<file path="src/rtl/mie_pkg.sv">
// Package for the interrupt enable and flag block: offsets, fields, types
// Function
// - Each flag sets on its event, ignoring its enable and the global enable.
// - Core control register answers at four mirrored addresses, one storage.
// - Core control register is fully readable and writable by software.
// - Bit 7 is the global enable; clear blocks every interrupt.
// - Bit 6 gates all peripheral interrupts.
// - Peripheral enable register sits at one address, one bit per source.
// - Enable bit 6 unmasks the conversion-done interrupt.
// - Enable bit 3 unmasks the serial port interrupt.
// - Enable bit 0 unmasks the timer-one overflow interrupt.
// - Bit 2 gates capture/compare, bit 1 gates timer-two match.
// - Peripheral enable bits 7, 5, 4 read zero and ignore writes.
// - Edge select picks rising (1) or falling (0) external pin edge.
// - Peripheral flags live in their own register, same bit positions.
package mie_pkg;

	// Register indices as printed; byte address is four times the index
	localparam logic [8:0] CORE_CTRL_IDX0 = 9'h00b;
	localparam logic [8:0] CORE_CTRL_IDX1 = 9'h08b;
	localparam logic [8:0] CORE_CTRL_IDX2 = 9'h10b;
	localparam logic [8:0] CORE_CTRL_IDX3 = 9'h18b;
	localparam logic [8:0] PERIPH_EN_IDX  = 9'h08c;
	localparam logic [8:0] PERIPH_FLG_IDX = 9'h00c;
	localparam logic [8:0] EDGE_SEL_IDX   = 9'h081;

	// Core control register fields
	localparam int GIE_BIT    = 7;
	localparam int PGATE_BIT  = 6;
	localparam int T0E_BIT    = 5;
	localparam int EXTE_BIT   = 4;
	localparam int PCE_BIT    = 3;
	localparam int T0F_BIT    = 2;
	localparam int EXTF_BIT   = 1;
	localparam int PCF_BIT    = 0;

	// Peripheral enable/flag fields
	localparam int ADC_BIT    = 6;
	localparam int SSP_BIT    = 3;
	localparam int CCP_BIT    = 2;
	localparam int T2_BIT     = 1;
	localparam int T1_BIT     = 0;
	localparam logic [7:0] PERIPH_MASK = 8'h4f;

	// Reset values
	localparam logic [7:0] CORE_CTRL_RST = 8'h00;
	localparam logic [7:0] PERIPH_RST    = 8'h00;
	localparam logic       EDGE_SEL_RST  = 1'b1;

	// AXI responses
	localparam logic [1:0] RESP_OKAY   = 2'h0;
	localparam logic [1:0] RESP_SLVERR = 2'h2;

	// Peripheral event strobes, one bit per source
	typedef struct packed {
		logic conv_done;
		logic serial_port;
		logic capture_compare;
		logic timer_two_match;
		logic timer_one_overflow;
	} mie_periph_evt_t;

endpackage

</file>
<file path="src/rtl/mie_irq_ctrl.sv">
// Interrupt enable and flag registers with AXI4-Lite slave
//
// Register access over AXI4-Lite was chosen for this implementation.
module mie_irq_ctrl #(
	parameter int ADDR_W = 12
) (
	// Clock and reset
	input  wire logic                     aclk,
	input  wire logic                     aresetn,
	// AXI4-Lite write address and data
	input  wire logic [ADDR_W-1:0]        s_axi_awaddr,
	input  wire logic                     s_axi_awvalid,
	output logic                          s_axi_awready,
	input  wire logic [31:0]              s_axi_wdata,
	input  wire logic [3:0]               s_axi_wstrb,
	input  wire logic                     s_axi_wvalid,
	output logic                          s_axi_wready,
	// AXI4-Lite write response
	output logic [1:0]                    s_axi_bresp,
	output logic                          s_axi_bvalid,
	input  wire logic                     s_axi_bready,
	// AXI4-Lite read
	input  wire logic [ADDR_W-1:0]        s_axi_araddr,
	input  wire logic                     s_axi_arvalid,
	output logic                          s_axi_arready,
	output logic [31:0]                   s_axi_rdata,
	output logic [1:0]                    s_axi_rresp,
	output logic                          s_axi_rvalid,
	input  wire logic                     s_axi_rready,
	// Event sources
	input  wire logic                     timer_zero_overflow,
	input  wire logic                     external_irq_pin,
	input  wire logic                     port_mismatch,
	input  wire mie_pkg::mie_periph_evt_t periph_evt,
	// Core request
	output logic                          irq_request
);

	logic [7:0]  core_ctrl_reg;
	logic [7:0]  periph_en_reg;
	logic [7:0]  periph_flg_reg;
	logic        edge_sel_reg;
	logic        pin_prev_reg;
	logic        pc_flag_reg;
	logic        aw_held_reg;
	logic        w_held_reg;
	logic [ADDR_W-1:0] aw_addr_reg;
	logic [31:0] w_data_reg;
	logic [3:0]  w_strb_reg;
	logic        wr_fire;
	logic [8:0]  wr_idx;
	logic [8:0]  rd_idx;
	logic        wr_core;
	logic        wr_pen;
	logic        wr_pflg;
	logic        wr_edge;
	logic        wr_hit;
	logic        ext_edge;
	logic [7:0]  core_view;
	logic [7:0]  periph_set;
	logic [7:0]  wbyte;
	logic [7:0]  rd_val;
	logic        rd_hit;

	// Address channel and data channel held until both are present
	assign s_axi_awready = !aw_held_reg && !s_axi_bvalid;
	assign s_axi_wready  = !w_held_reg && !s_axi_bvalid;
	assign wr_fire       = aw_held_reg && w_held_reg;
	assign wr_idx        = aw_addr_reg[10:2];
	assign wbyte         = w_strb_reg[0] ? w_data_reg[7:0] : 8'h00;

	always_ff @(posedge aclk) begin
		if (!aresetn) begin
			aw_held_reg <= 1'b0;
			w_held_reg  <= 1'b0;
			aw_addr_reg <= '0;
			w_data_reg  <= 32'h0000_0000;
			w_strb_reg  <= 4'h0;
		end else begin
			if (s_axi_awvalid && s_axi_awready) begin
				aw_held_reg <= 1'b1;
				aw_addr_reg <= s_axi_awaddr;
			end
			if (s_axi_wvalid && s_axi_wready) begin
				w_held_reg <= 1'b1;
				w_data_reg <= s_axi_wdata;
				w_strb_reg <= s_axi_wstrb;
			end
			if (wr_fire) begin
				aw_held_reg <= 1'b0;
				w_held_reg  <= 1'b0;
			end
		end
	end

	// Write address decode; all four mirrors hit the same storage
	always_comb begin
		wr_core = 1'b0;
		wr_pen  = 1'b0;
		wr_pflg = 1'b0;
		wr_edge = 1'b0;
		if (wr_idx == mie_pkg::CORE_CTRL_IDX0 ||
		    wr_idx == mie_pkg::CORE_CTRL_IDX1 ||
		    wr_idx == mie_pkg::CORE_CTRL_IDX2 ||
		    wr_idx == mie_pkg::CORE_CTRL_IDX3) begin
			wr_core = wr_fire && w_strb_reg[0];
		end else if (wr_idx == mie_pkg::PERIPH_EN_IDX) begin
			wr_pen = wr_fire && w_strb_reg[0];
		end else if (wr_idx == mie_pkg::PERIPH_FLG_IDX) begin
			wr_pflg = wr_fire && w_strb_reg[0];
		end else if (wr_idx == mie_pkg::EDGE_SEL_IDX) begin
			wr_edge = wr_fire && w_strb_reg[0];
		end
	end
	assign wr_hit = (wr_idx == mie_pkg::CORE_CTRL_IDX0) ||
		(wr_idx == mie_pkg::CORE_CTRL_IDX1) ||
		(wr_idx == mie_pkg::CORE_CTRL_IDX2) ||
		(wr_idx == mie_pkg::CORE_CTRL_IDX3) ||
		(wr_idx == mie_pkg::PERIPH_EN_IDX) ||
		(wr_idx == mie_pkg::PERIPH_FLG_IDX) ||
		(wr_idx == mie_pkg::EDGE_SEL_IDX);

	// Write response, SLVERR on unmapped address
	always_ff @(posedge aclk) begin
		if (!aresetn) begin
			s_axi_bvalid <= 1'b0;
			s_axi_bresp  <= mie_pkg::RESP_OKAY;
		end else if (wr_fire) begin
			s_axi_bvalid <= 1'b1;
			s_axi_bresp  <= wr_hit ? mie_pkg::RESP_OKAY
				: mie_pkg::RESP_SLVERR;
		end else if (s_axi_bready) begin
			s_axi_bvalid <= 1'b0;
		end
	end

	// Pin edge detect, polarity chosen by edge select
	assign ext_edge = edge_sel_reg ? (external_irq_pin && !pin_prev_reg)
		: (!external_irq_pin && pin_prev_reg);
	// The previous level starts from the pin itself, so that a pin held
	// high through reset gives no false edge when reset ends
	always_ff @(posedge aclk) begin
		if (!aresetn) begin
			pin_prev_reg <= external_irq_pin;
			edge_sel_reg <= mie_pkg::EDGE_SEL_RST;
		end else begin
			pin_prev_reg <= external_irq_pin;
			if (wr_edge)
				edge_sel_reg <= wbyte[0];
		end
	end

	// Core control: software writes, hardware sets flags, set wins
	always_ff @(posedge aclk) begin
		if (!aresetn) begin
			core_ctrl_reg <= mie_pkg::CORE_CTRL_RST;
		end else begin
			if (wr_core)
				core_ctrl_reg <= wbyte;
			if (timer_zero_overflow)
				core_ctrl_reg[mie_pkg::T0F_BIT] <= 1'b1;
			if (ext_edge)
				core_ctrl_reg[mie_pkg::EXTF_BIT] <= 1'b1;
		end
	end

	// Port-change flag has no reset; it re-sets while mismatch persists
	always_ff @(posedge aclk) begin
		if (wr_core)
			pc_flag_reg <= wbyte[mie_pkg::PCF_BIT];
		if (port_mismatch)
			pc_flag_reg <= 1'b1;
	end

	assign core_view = {core_ctrl_reg[7:1], pc_flag_reg};

	// Peripheral enables, unimplemented bits forced to zero
	always_ff @(posedge aclk) begin
		if (!aresetn)
			periph_en_reg <= mie_pkg::PERIPH_RST;
		else if (wr_pen)
			periph_en_reg <= wbyte & mie_pkg::PERIPH_MASK;
	end

	// Peripheral flags at the same positions as their enables
	always_comb begin
		periph_set = 8'h00;
		periph_set[mie_pkg::ADC_BIT] = periph_evt.conv_done;
		periph_set[mie_pkg::SSP_BIT] = periph_evt.serial_port;
		periph_set[mie_pkg::CCP_BIT] = periph_evt.capture_compare;
		periph_set[mie_pkg::T2_BIT]  = periph_evt.timer_two_match;
		periph_set[mie_pkg::T1_BIT]  = periph_evt.timer_one_overflow;
	end
	always_ff @(posedge aclk) begin
		if (!aresetn)
			periph_flg_reg <= mie_pkg::PERIPH_RST;
		else if (wr_pflg)
			periph_flg_reg <= (wbyte | periph_set)
				& mie_pkg::PERIPH_MASK;
		else
			periph_flg_reg <= periph_flg_reg | periph_set;
	end

	// Request: global enable over core pairs and gated peripheral pairs
	always_comb begin
		irq_request = 1'b0;
		if (core_ctrl_reg[mie_pkg::GIE_BIT]) begin
			irq_request =
				(core_ctrl_reg[mie_pkg::T0E_BIT] &&
				 core_ctrl_reg[mie_pkg::T0F_BIT]) ||
				(core_ctrl_reg[mie_pkg::EXTE_BIT] &&
				 core_ctrl_reg[mie_pkg::EXTF_BIT]) ||
				(core_ctrl_reg[mie_pkg::PCE_BIT] && pc_flag_reg) ||
				(core_ctrl_reg[mie_pkg::PGATE_BIT] &&
				 |(periph_en_reg & periph_flg_reg));
		end
	end

	// Read channel, one-cycle answer
	assign s_axi_arready = !s_axi_rvalid;
	assign rd_idx        = s_axi_araddr[10:2];
	always_comb begin
		rd_val = 8'h00;
		rd_hit = 1'b1;
		if (rd_idx == mie_pkg::CORE_CTRL_IDX0 ||
		    rd_idx == mie_pkg::CORE_CTRL_IDX1 ||
		    rd_idx == mie_pkg::CORE_CTRL_IDX2 ||
		    rd_idx == mie_pkg::CORE_CTRL_IDX3) begin
			rd_val = core_view;
		end else if (rd_idx == mie_pkg::PERIPH_EN_IDX) begin
			rd_val = periph_en_reg;
		end else if (rd_idx == mie_pkg::PERIPH_FLG_IDX) begin
			rd_val = periph_flg_reg;
		end else if (rd_idx == mie_pkg::EDGE_SEL_IDX) begin
			rd_val = {7'h00, edge_sel_reg};
		end else begin
			rd_hit = 1'b0;
		end
	end
	always_ff @(posedge aclk) begin
		if (!aresetn) begin
			s_axi_rvalid <= 1'b0;
			s_axi_rdata  <= 32'h0000_0000;
			s_axi_rresp  <= mie_pkg::RESP_OKAY;
		end else if (s_axi_arvalid && s_axi_arready) begin
			s_axi_rvalid <= 1'b1;
			s_axi_rdata  <= {24'h00_0000, rd_val};
			s_axi_rresp  <= rd_hit ? mie_pkg::RESP_OKAY
				: mie_pkg::RESP_SLVERR;
		end else if (s_axi_rready) begin
			s_axi_rvalid <= 1'b0;
		end
	end

	// Checks on gating, flag setting and register storage
	AST_GIE_BLOCKS: assert property (
		@(posedge aclk) disable iff (!aresetn)
		!core_ctrl_reg[mie_pkg::GIE_BIT] |-> !irq_request)
		else $error("request while global enable clear");
	AST_T0_FLAG_SET: assert property (
		@(posedge aclk) disable iff (!aresetn)
		timer_zero_overflow |=> core_ctrl_reg[mie_pkg::T0F_BIT])
		else $error("timer zero flag not set");
	AST_PC_FLAG_SET: assert property (
		@(posedge aclk) disable iff (!aresetn)
		port_mismatch |=> pc_flag_reg)
		else $error("port change flag not set");
	AST_PEN_UNIMPL: assert property (
		@(posedge aclk) disable iff (!aresetn)
		(periph_en_reg & ~mie_pkg::PERIPH_MASK) == 8'h00)
		else $error("unimplemented enable bit set");
	AST_PGATE: assert property (
		@(posedge aclk) disable iff (!aresetn)
		(irq_request && !core_ctrl_reg[mie_pkg::PGATE_BIT]) |->
		(core_ctrl_reg[5:3] & {core_ctrl_reg[2:1], pc_flag_reg}) != 3'h0)
		else $error("peripheral request passed closed gate");
	AST_PFLAG_SET: assert property (
		@(posedge aclk) disable iff (!aresetn)
		periph_evt.conv_done |=> periph_flg_reg[mie_pkg::ADC_BIT])
		else $error("conversion flag not set");
	// A flag may only fall through a software write
	AST_PFLAG_HOLD: assert property (
		@(posedge aclk) disable iff (!aresetn)
		!wr_pflg |=>
		(periph_flg_reg & $past(periph_flg_reg)) == $past(periph_flg_reg))
		else $error("peripheral flag fell without a write");
	AST_MIRROR: assert property (
		@(posedge aclk) disable iff (!aresetn)
		(wr_fire && w_strb_reg[0] && wr_idx == mie_pkg::CORE_CTRL_IDX3
		 && !timer_zero_overflow && !ext_edge) |=>
		core_ctrl_reg[7:3] == $past(wbyte[7:3]))
		else $error("mirror write lost");
	AST_EDGE_RISE: assert property (
		@(posedge aclk) disable iff (!aresetn)
		(edge_sel_reg && $rose(external_irq_pin)) |=>
		core_ctrl_reg[mie_pkg::EXTF_BIT])
		else $error("rising edge missed");
	AST_EDGE_FALL: assert property (
		@(posedge aclk) disable iff (!aresetn)
		(!edge_sel_reg && $fell(external_irq_pin)) |=>
		core_ctrl_reg[mie_pkg::EXTF_BIT])
		else $error("falling edge missed");
	AST_REQ_PAIR: assert property (
		@(posedge aclk) disable iff (!aresetn)
		(core_ctrl_reg[mie_pkg::GIE_BIT] && core_ctrl_reg[mie_pkg::T0E_BIT]
		 && core_ctrl_reg[mie_pkg::T0F_BIT]) |-> irq_request)
		else $error("active pair without request");
	// Global enable, open gate and an active peripheral pair must raise the request
	AST_PERIPH_REQ: assert property (
		@(posedge aclk) disable iff (!aresetn)
		(core_ctrl_reg[mie_pkg::GIE_BIT] &&
		 core_ctrl_reg[mie_pkg::PGATE_BIT] &&
		 |(periph_en_reg & periph_flg_reg)) |-> irq_request)
		else $error("peripheral pair without request");

endmodule

</file>
<file path="config.mk">
export PLATFORM = sky130hd
export DESIGN_NAME = mie_irq_ctrl
export DESIGN_NICKNAME = d
export VERILOG_FILES = /design/src/rtl/mie_pkg.sv /design/src/rtl/mie_irq_ctrl.sv
export SDC_FILE = /design/constraint.sdc
export NUM_CORES = 1
export LEC_CHECK = 0
export BUFFER_PORTS_ARGS = -buffer_cell sky130_fd_sc_hd__buf_2
export CORE_UTILIZATION = 41
export CTS_BUF_LIST = sky130_fd_sc_hd__clkbuf_16
export DETAILED_ROUTE_END_ITERATION = 8
export PLACE_DENSITY = 0.72
export SYNTH_ARGS = -nofsm -noshare
export SYNTH_HDL_FRONTEND = slang
export SYNTH_SLANG_ARGS = --single-unit
</file>
<file path="constraint.sdc">
create_clock -name aclk -period 1.5 [get_ports aclk]
set_input_delay 0.075 -clock aclk [delete_from_list [all_inputs] [get_ports aclk]]
set_output_delay 0.075 -clock aclk [all_outputs]
set_load 0.02 [all_outputs]
</file>
* Yosys cells after proc, flatten, opt, wreduce, memory -nomap -nowiden *
Cells that the tools add are included.

storage, ports and cells
  bits of input ports = 75
  register bits = 60
  memories = 0
  bits in read-only memories = 0
  memory bits (writable) = 0
  latch bits = 0
  output and inout port bits = 42

operators by class
  shift operators = 0
  reduce and logical (&&, ||, !) cells = 38
  divide/modulo/power cells = 0
  $lt $le $gt $ge = 0
  muxes and demuxes = 31
  bitwise operators = 4
  eq/ne operators = 14
  add/subtract/negate cells = 0
  multipliers = 0

operators by type and width
  operator            number
  $eq 9x8->1 const B  6
  $eq 9x4->1 const B  4
  $eq 9x9->1 const B  4
  $mux 8              4
  $mux 1              23
  $logic_and 1x1->1   13
  $logic_or 1x1->1    12
  $and 7x8->8         1
  $or 8x7->8          1
  $reduce_bool 2->1   4
  $reduce_or 8->1     1
  $mux 7              1
  $or 7x7->7          1
  $logic_not 1->1     6
  $mux 2              2
  $reduce_or 2->1     2
  $mux 3              1
  $not 1->1           1

* Longest topological paths before layout *
  depth in word-level cells = 8
  depth in mapped cells = 5
  gate-level depth less buffers = 4

* Worst setup path before layout *
OpenSTA, ideal clock, no wires.

  kind = reg2reg
  start point = reg aw_addr_reg[3]
  end point = reg edge_sel_reg
  arrival = 1.370 ns
  setup time = 0.115 ns
  stages on the path, launching flop included = 5
  slack = 0.015 ns
  path through = dfxtp_1 or4b_4 nor4_2 mux2i_1 nand2_1

on the way
  cells in the longest elaborated chain, start to end = 5
  elaborated cells between the ends (all ways) = 14

ends and longest elaborated chain
  element                                            RTL line                                  RTL
  start, declared                                    mie_irq_ctrl.sv:47                        logic [ADDR_W-1:0] aw_addr_reg;
  start signal, assigned                             mie_irq_ctrl.sv:82                        aw_addr_reg <= s_axi_awaddr;
  $eq 9x8->1 (tied with other cells)                 mie_irq_ctrl.sv:111                       end else if (wr_idx == mie_pkg::EDGE_SEL_IDX) begin
  $mux 1 / $logic_or 1x1->1 (equally long branches)  mie_irq_ctrl.sv:111, mie_irq_ctrl.sv:102
  $mux 1 / $logic_or 1x1->1 (equally long branches)  mie_irq_ctrl.sv:109, mie_irq_ctrl.sv:103
  $mux 1 / $logic_or 1x1->1 (equally long branches)  mie_irq_ctrl.sv:107, mie_irq_ctrl.sv:104
  $mux 1 *                                           mie_irq_ctrl.sv:102                       if (wr_idx == mie_pkg::CORE_CTRL_IDX0 ||
  end signal, assigned                               mie_irq_ctrl.sv:145                       edge_sel_reg <= mie_pkg::EDGE_SEL_RST;
  end signal, assigned                               mie_irq_ctrl.sv:149                       edge_sel_reg <= wbyte[0];
  end, declared                                      mie_irq_ctrl.sv:42                        logic edge_sel_reg;

Mark *: on every way between the ends. The rest lies on a longest branch, timed or not.
A chain may end at the register's enable or synchronous reset.

* Final worst setup path *
  start point = reg periph_en_reg[6]
  end point = out irq_request

on the way
  cells in the longest elaborated chain, start to end = 5

ends and longest elaborated chain
  element                 RTL line             RTL
  start, declared         mie_irq_ctrl.sv:40   logic [7:0] periph_en_reg;
  start signal, assigned  mie_irq_ctrl.sv:180  periph_en_reg <= mie_pkg::PERIPH_RST;
  start signal, assigned  mie_irq_ctrl.sv:182  periph_en_reg <= wbyte & mie_pkg::PERIPH_MASK;
  $and 7x8->8             mie_irq_ctrl.sv:215  |(periph_en_reg & periph_flg_reg));
  $reduce_or 8->1         mie_irq_ctrl.sv:215
  $logic_and 1x1->1       mie_irq_ctrl.sv:214  (core_ctrl_reg[mie_pkg::PGATE_BIT] &&
  $logic_or 1x1->1        mie_irq_ctrl.sv:213  (core_ctrl_reg[mie_pkg::PCE_BIT] && pc_flag_reg) ||
  $mux 1                  mie_irq_ctrl.sv:207  if (core_ctrl_reg[mie_pkg::GIE_BIT]) begin
  end, declared           mie_irq_ctrl.sv:36   output logic irq_request

No other way between the ends.

==> impl_metrics.ini <==
[outcome]
status = finished, violations left
violations = negative setup slack

[yosys]
synthFlopType = dfxtp_1
async_reset_ff_frac = 0
yosys_warnings = 0
synth_area_mm2 = 0.00239
syn_area_per_cell_um2 = 8.60
synth_enable_flop_cells = 0
ys_types = 39
synth_seq_cells = 52
syn_inst = 278
ys_seq_area_frac = 0.435

[cts]
cts_root_buf = clkbuf_16
clkTransAtPathRegs_ns = 0.07
clk_latency_ns = 0.30
cts_made_buffers = 5
cts_num_sinks = 52
tritoncts = done
cts_buffer_depth = 2
htreeDepth = 2

[sta]
fin_crit_sh = 1.02
setup_ws_ns = -0.0269
drv_slew = 0
setup_viol = 1
fin_setup_tns_ns = -0.0269
finalHoldViolations = 0
clock_skew_ns = 0.00915
fmax_mhz = 655
hold_ws_ns = 0.00993
rsz0062_at_grt = true
period_minus_slack_ns = 1.53

[floorplanning]
die_w_um = 78.4
ios = 117
rows = 27
core_area_mm2 = 0.00557
dieArea_mm2 = 0.00614
initial_utilization = 0.429
die_height_um = 78.4

[route]
drc = 0
drtIter0Drc = 74
postRouteAntennaNets = 0
wirelength_um = 5070
wl_per_cell_um = 12.0
vias = 2067
avgViaCountPerCell = 4.89
drtPass1Iterations = 4

[critical_path]
cpMostUsedCell = nand2_1
arrival_ns = 1.45
cp_slowest_stage_delay_ns = 0.41
cp-start-kind = register
path_cells = a222oi_1 > nand2_1 > nand2_1 > a21boi_1 > buf_4
cp-end-kind = output pin
path_class = register to output pin
slowest_stage = a222oi_1
required_ns = 1.42
worst-path-max-fanout = 2

[global_route]
grt_max_degree = 26
antenna_found_initial = 0
grt_pass1_vias = 1847
grt_pass1_wl_um = 8070
track_usage = 0.168
overflow = 0

[power]
irDropWorstVdd_mv = 0.595
p_per_area_mw_per_mm2 = 1020
p_leak_uw = 0.00138

[placement]
place_congestion = 0.765
dp_hpwl_um = 3850
port_buffers = 57

[hold_path]
min_path_type = primary input to register

[run]
drv_cap = 0

[layout]
antenna_cells = 0
largest_reg_flops = 9
fillers = 545
nNetsFinal = 425
synthToLayoutAreaGrowth_pct = 24.4
layout-drive-gt1-share = 0.262
## critical path, delay by kind of cell (launching register included)
kind            cells  cell delay, ns
buf+inv             1            0.16
flops               1            0.33
compound gates      2            0.47
simple gates        2            0.20
## power by group
group	internal, µW	switching, µW
combinational	156	233
sequential	1440	52.2
clock	630	529
total	2230	815
## kinds of logic after synthesis
group,Yosys count,share of synthesized area
simple gates,117,0.249
compound gates,52,0.141
flops,52,0.435
buf+inv,40,0.106
mux,16,0.0670
other cells,1,0.00157
## cells in the final DEF, fill, tap and decap left out, types with 2 or more instances in the layout
master / netlist / routed
buf_2: 1 / 56
dfxtp_1: 52 / 48
nand2_1: 47 / 47
nor2_1: 30 / 30
a21oi_1: 28 / 28
conb_1: 1 / 26
mux2i_1: 16 / 16
buf_4: 27 / 14
nor3_1: 8 / 8
and2_1: 7 / 7
a211oi_1: 7 / 7
a22oi_1: 5 / 5
nand2b_1: 5 / 5
clkbuf_16: 0 / 5
nand4_1: 4 / 4
a221o_1: 4 / 4
dfxtp_2: 0 / 4
inv_1: 3 / 3
dlygate4sd3_1: 0 / 3
a222oi_1: 2 / 2
and4b_1: 2 / 2
and3b_1: 2 / 2
nor4b_4: 1 / 2
a22o_1: 2 / 2
clkinv_4: 0 / 2
buf_6: 0 / 2
## layer usage
metal / track usage / routed length [µm] / share of wire
met1: 0.201 / 2250 / 0.44
met2: 0.282 / 2460 / 0.48
met3: 0.0500 / 272 / 0.054
met4: 0.0648 / 90 / 0.018
met5: 0 / 0 / 0
## layout make-up
type                    count  area [µm²]  area share
clock buffers               5         125      0.0421
flip-flops and latches     52        1050       0.352
repair buffers             76         458       0.154
multi-input cells         211        1210       0.408
inverters                   4        15.0     0.00505
clock inverters             3        26.3     0.00883
well taps                  72        90.1      0.0303
## cell usage after synthesis (3+ instances only)
cell type,n,area share
nor3_1,8,0.017
mux2i_1,16,0.067
inv_1,3,0.0047
buf_4,27,0.085
nor2_1,30,0.047
nand2b_1,5,0.013
dfxtp_1,52,0.44
and2_1,7,0.018
a211oi_1,7,0.022
clkbuf_1,7,0.011
a221o_1,4,0.017
a21oi_1,28,0.059
nand2_1,47,0.074
nand4_1,4,0.010
a22oi_1,5,0.016
## timing repair
item / CTS / global route
pin swaps: 4 / 5
endpoints found under the setup margin: 2 / 14
setup buffers: 1 / 1
gates resized for setup: 3 / 7
endpoints found under the hold margin: 3 / 0
hold buffers: 3 / 0
## worst paths after layout
check | start | end | slack [ns] | cells past startpoint
setup / recovery | periph_en_reg[6] | irq_request | -0.03 | 5
hold reg to reg | w_data_reg[5] | w_data_reg[5] | 0.46 | 2
hold / removal | s_axi_wdata[4] | w_data_reg[4] | 0.01 | 3
setup reg to reg | aw_addr_reg[3] | edge_sel_reg | 0.04 | 4
## per-stage QoR
step           total power, µW  setup WS [ns]   util  instances  instance area (µm²)
4_1_cts                   3060        -0.0381  0.528        422                 2940
3_3_place_gp              1880        -0.0313  0.492        410                 2740
5_1_grt                   3200        -0.0953  0.534        423                 2970
2_1_floorplan             1810         0.0151      -        303                 2480
3_5_place_dp              1890        -0.0238  0.492        410                 2740
6_report                  3040        -0.0269  0.534        423                 2970
Note: power is estimated with default switching activity, not from simulation.
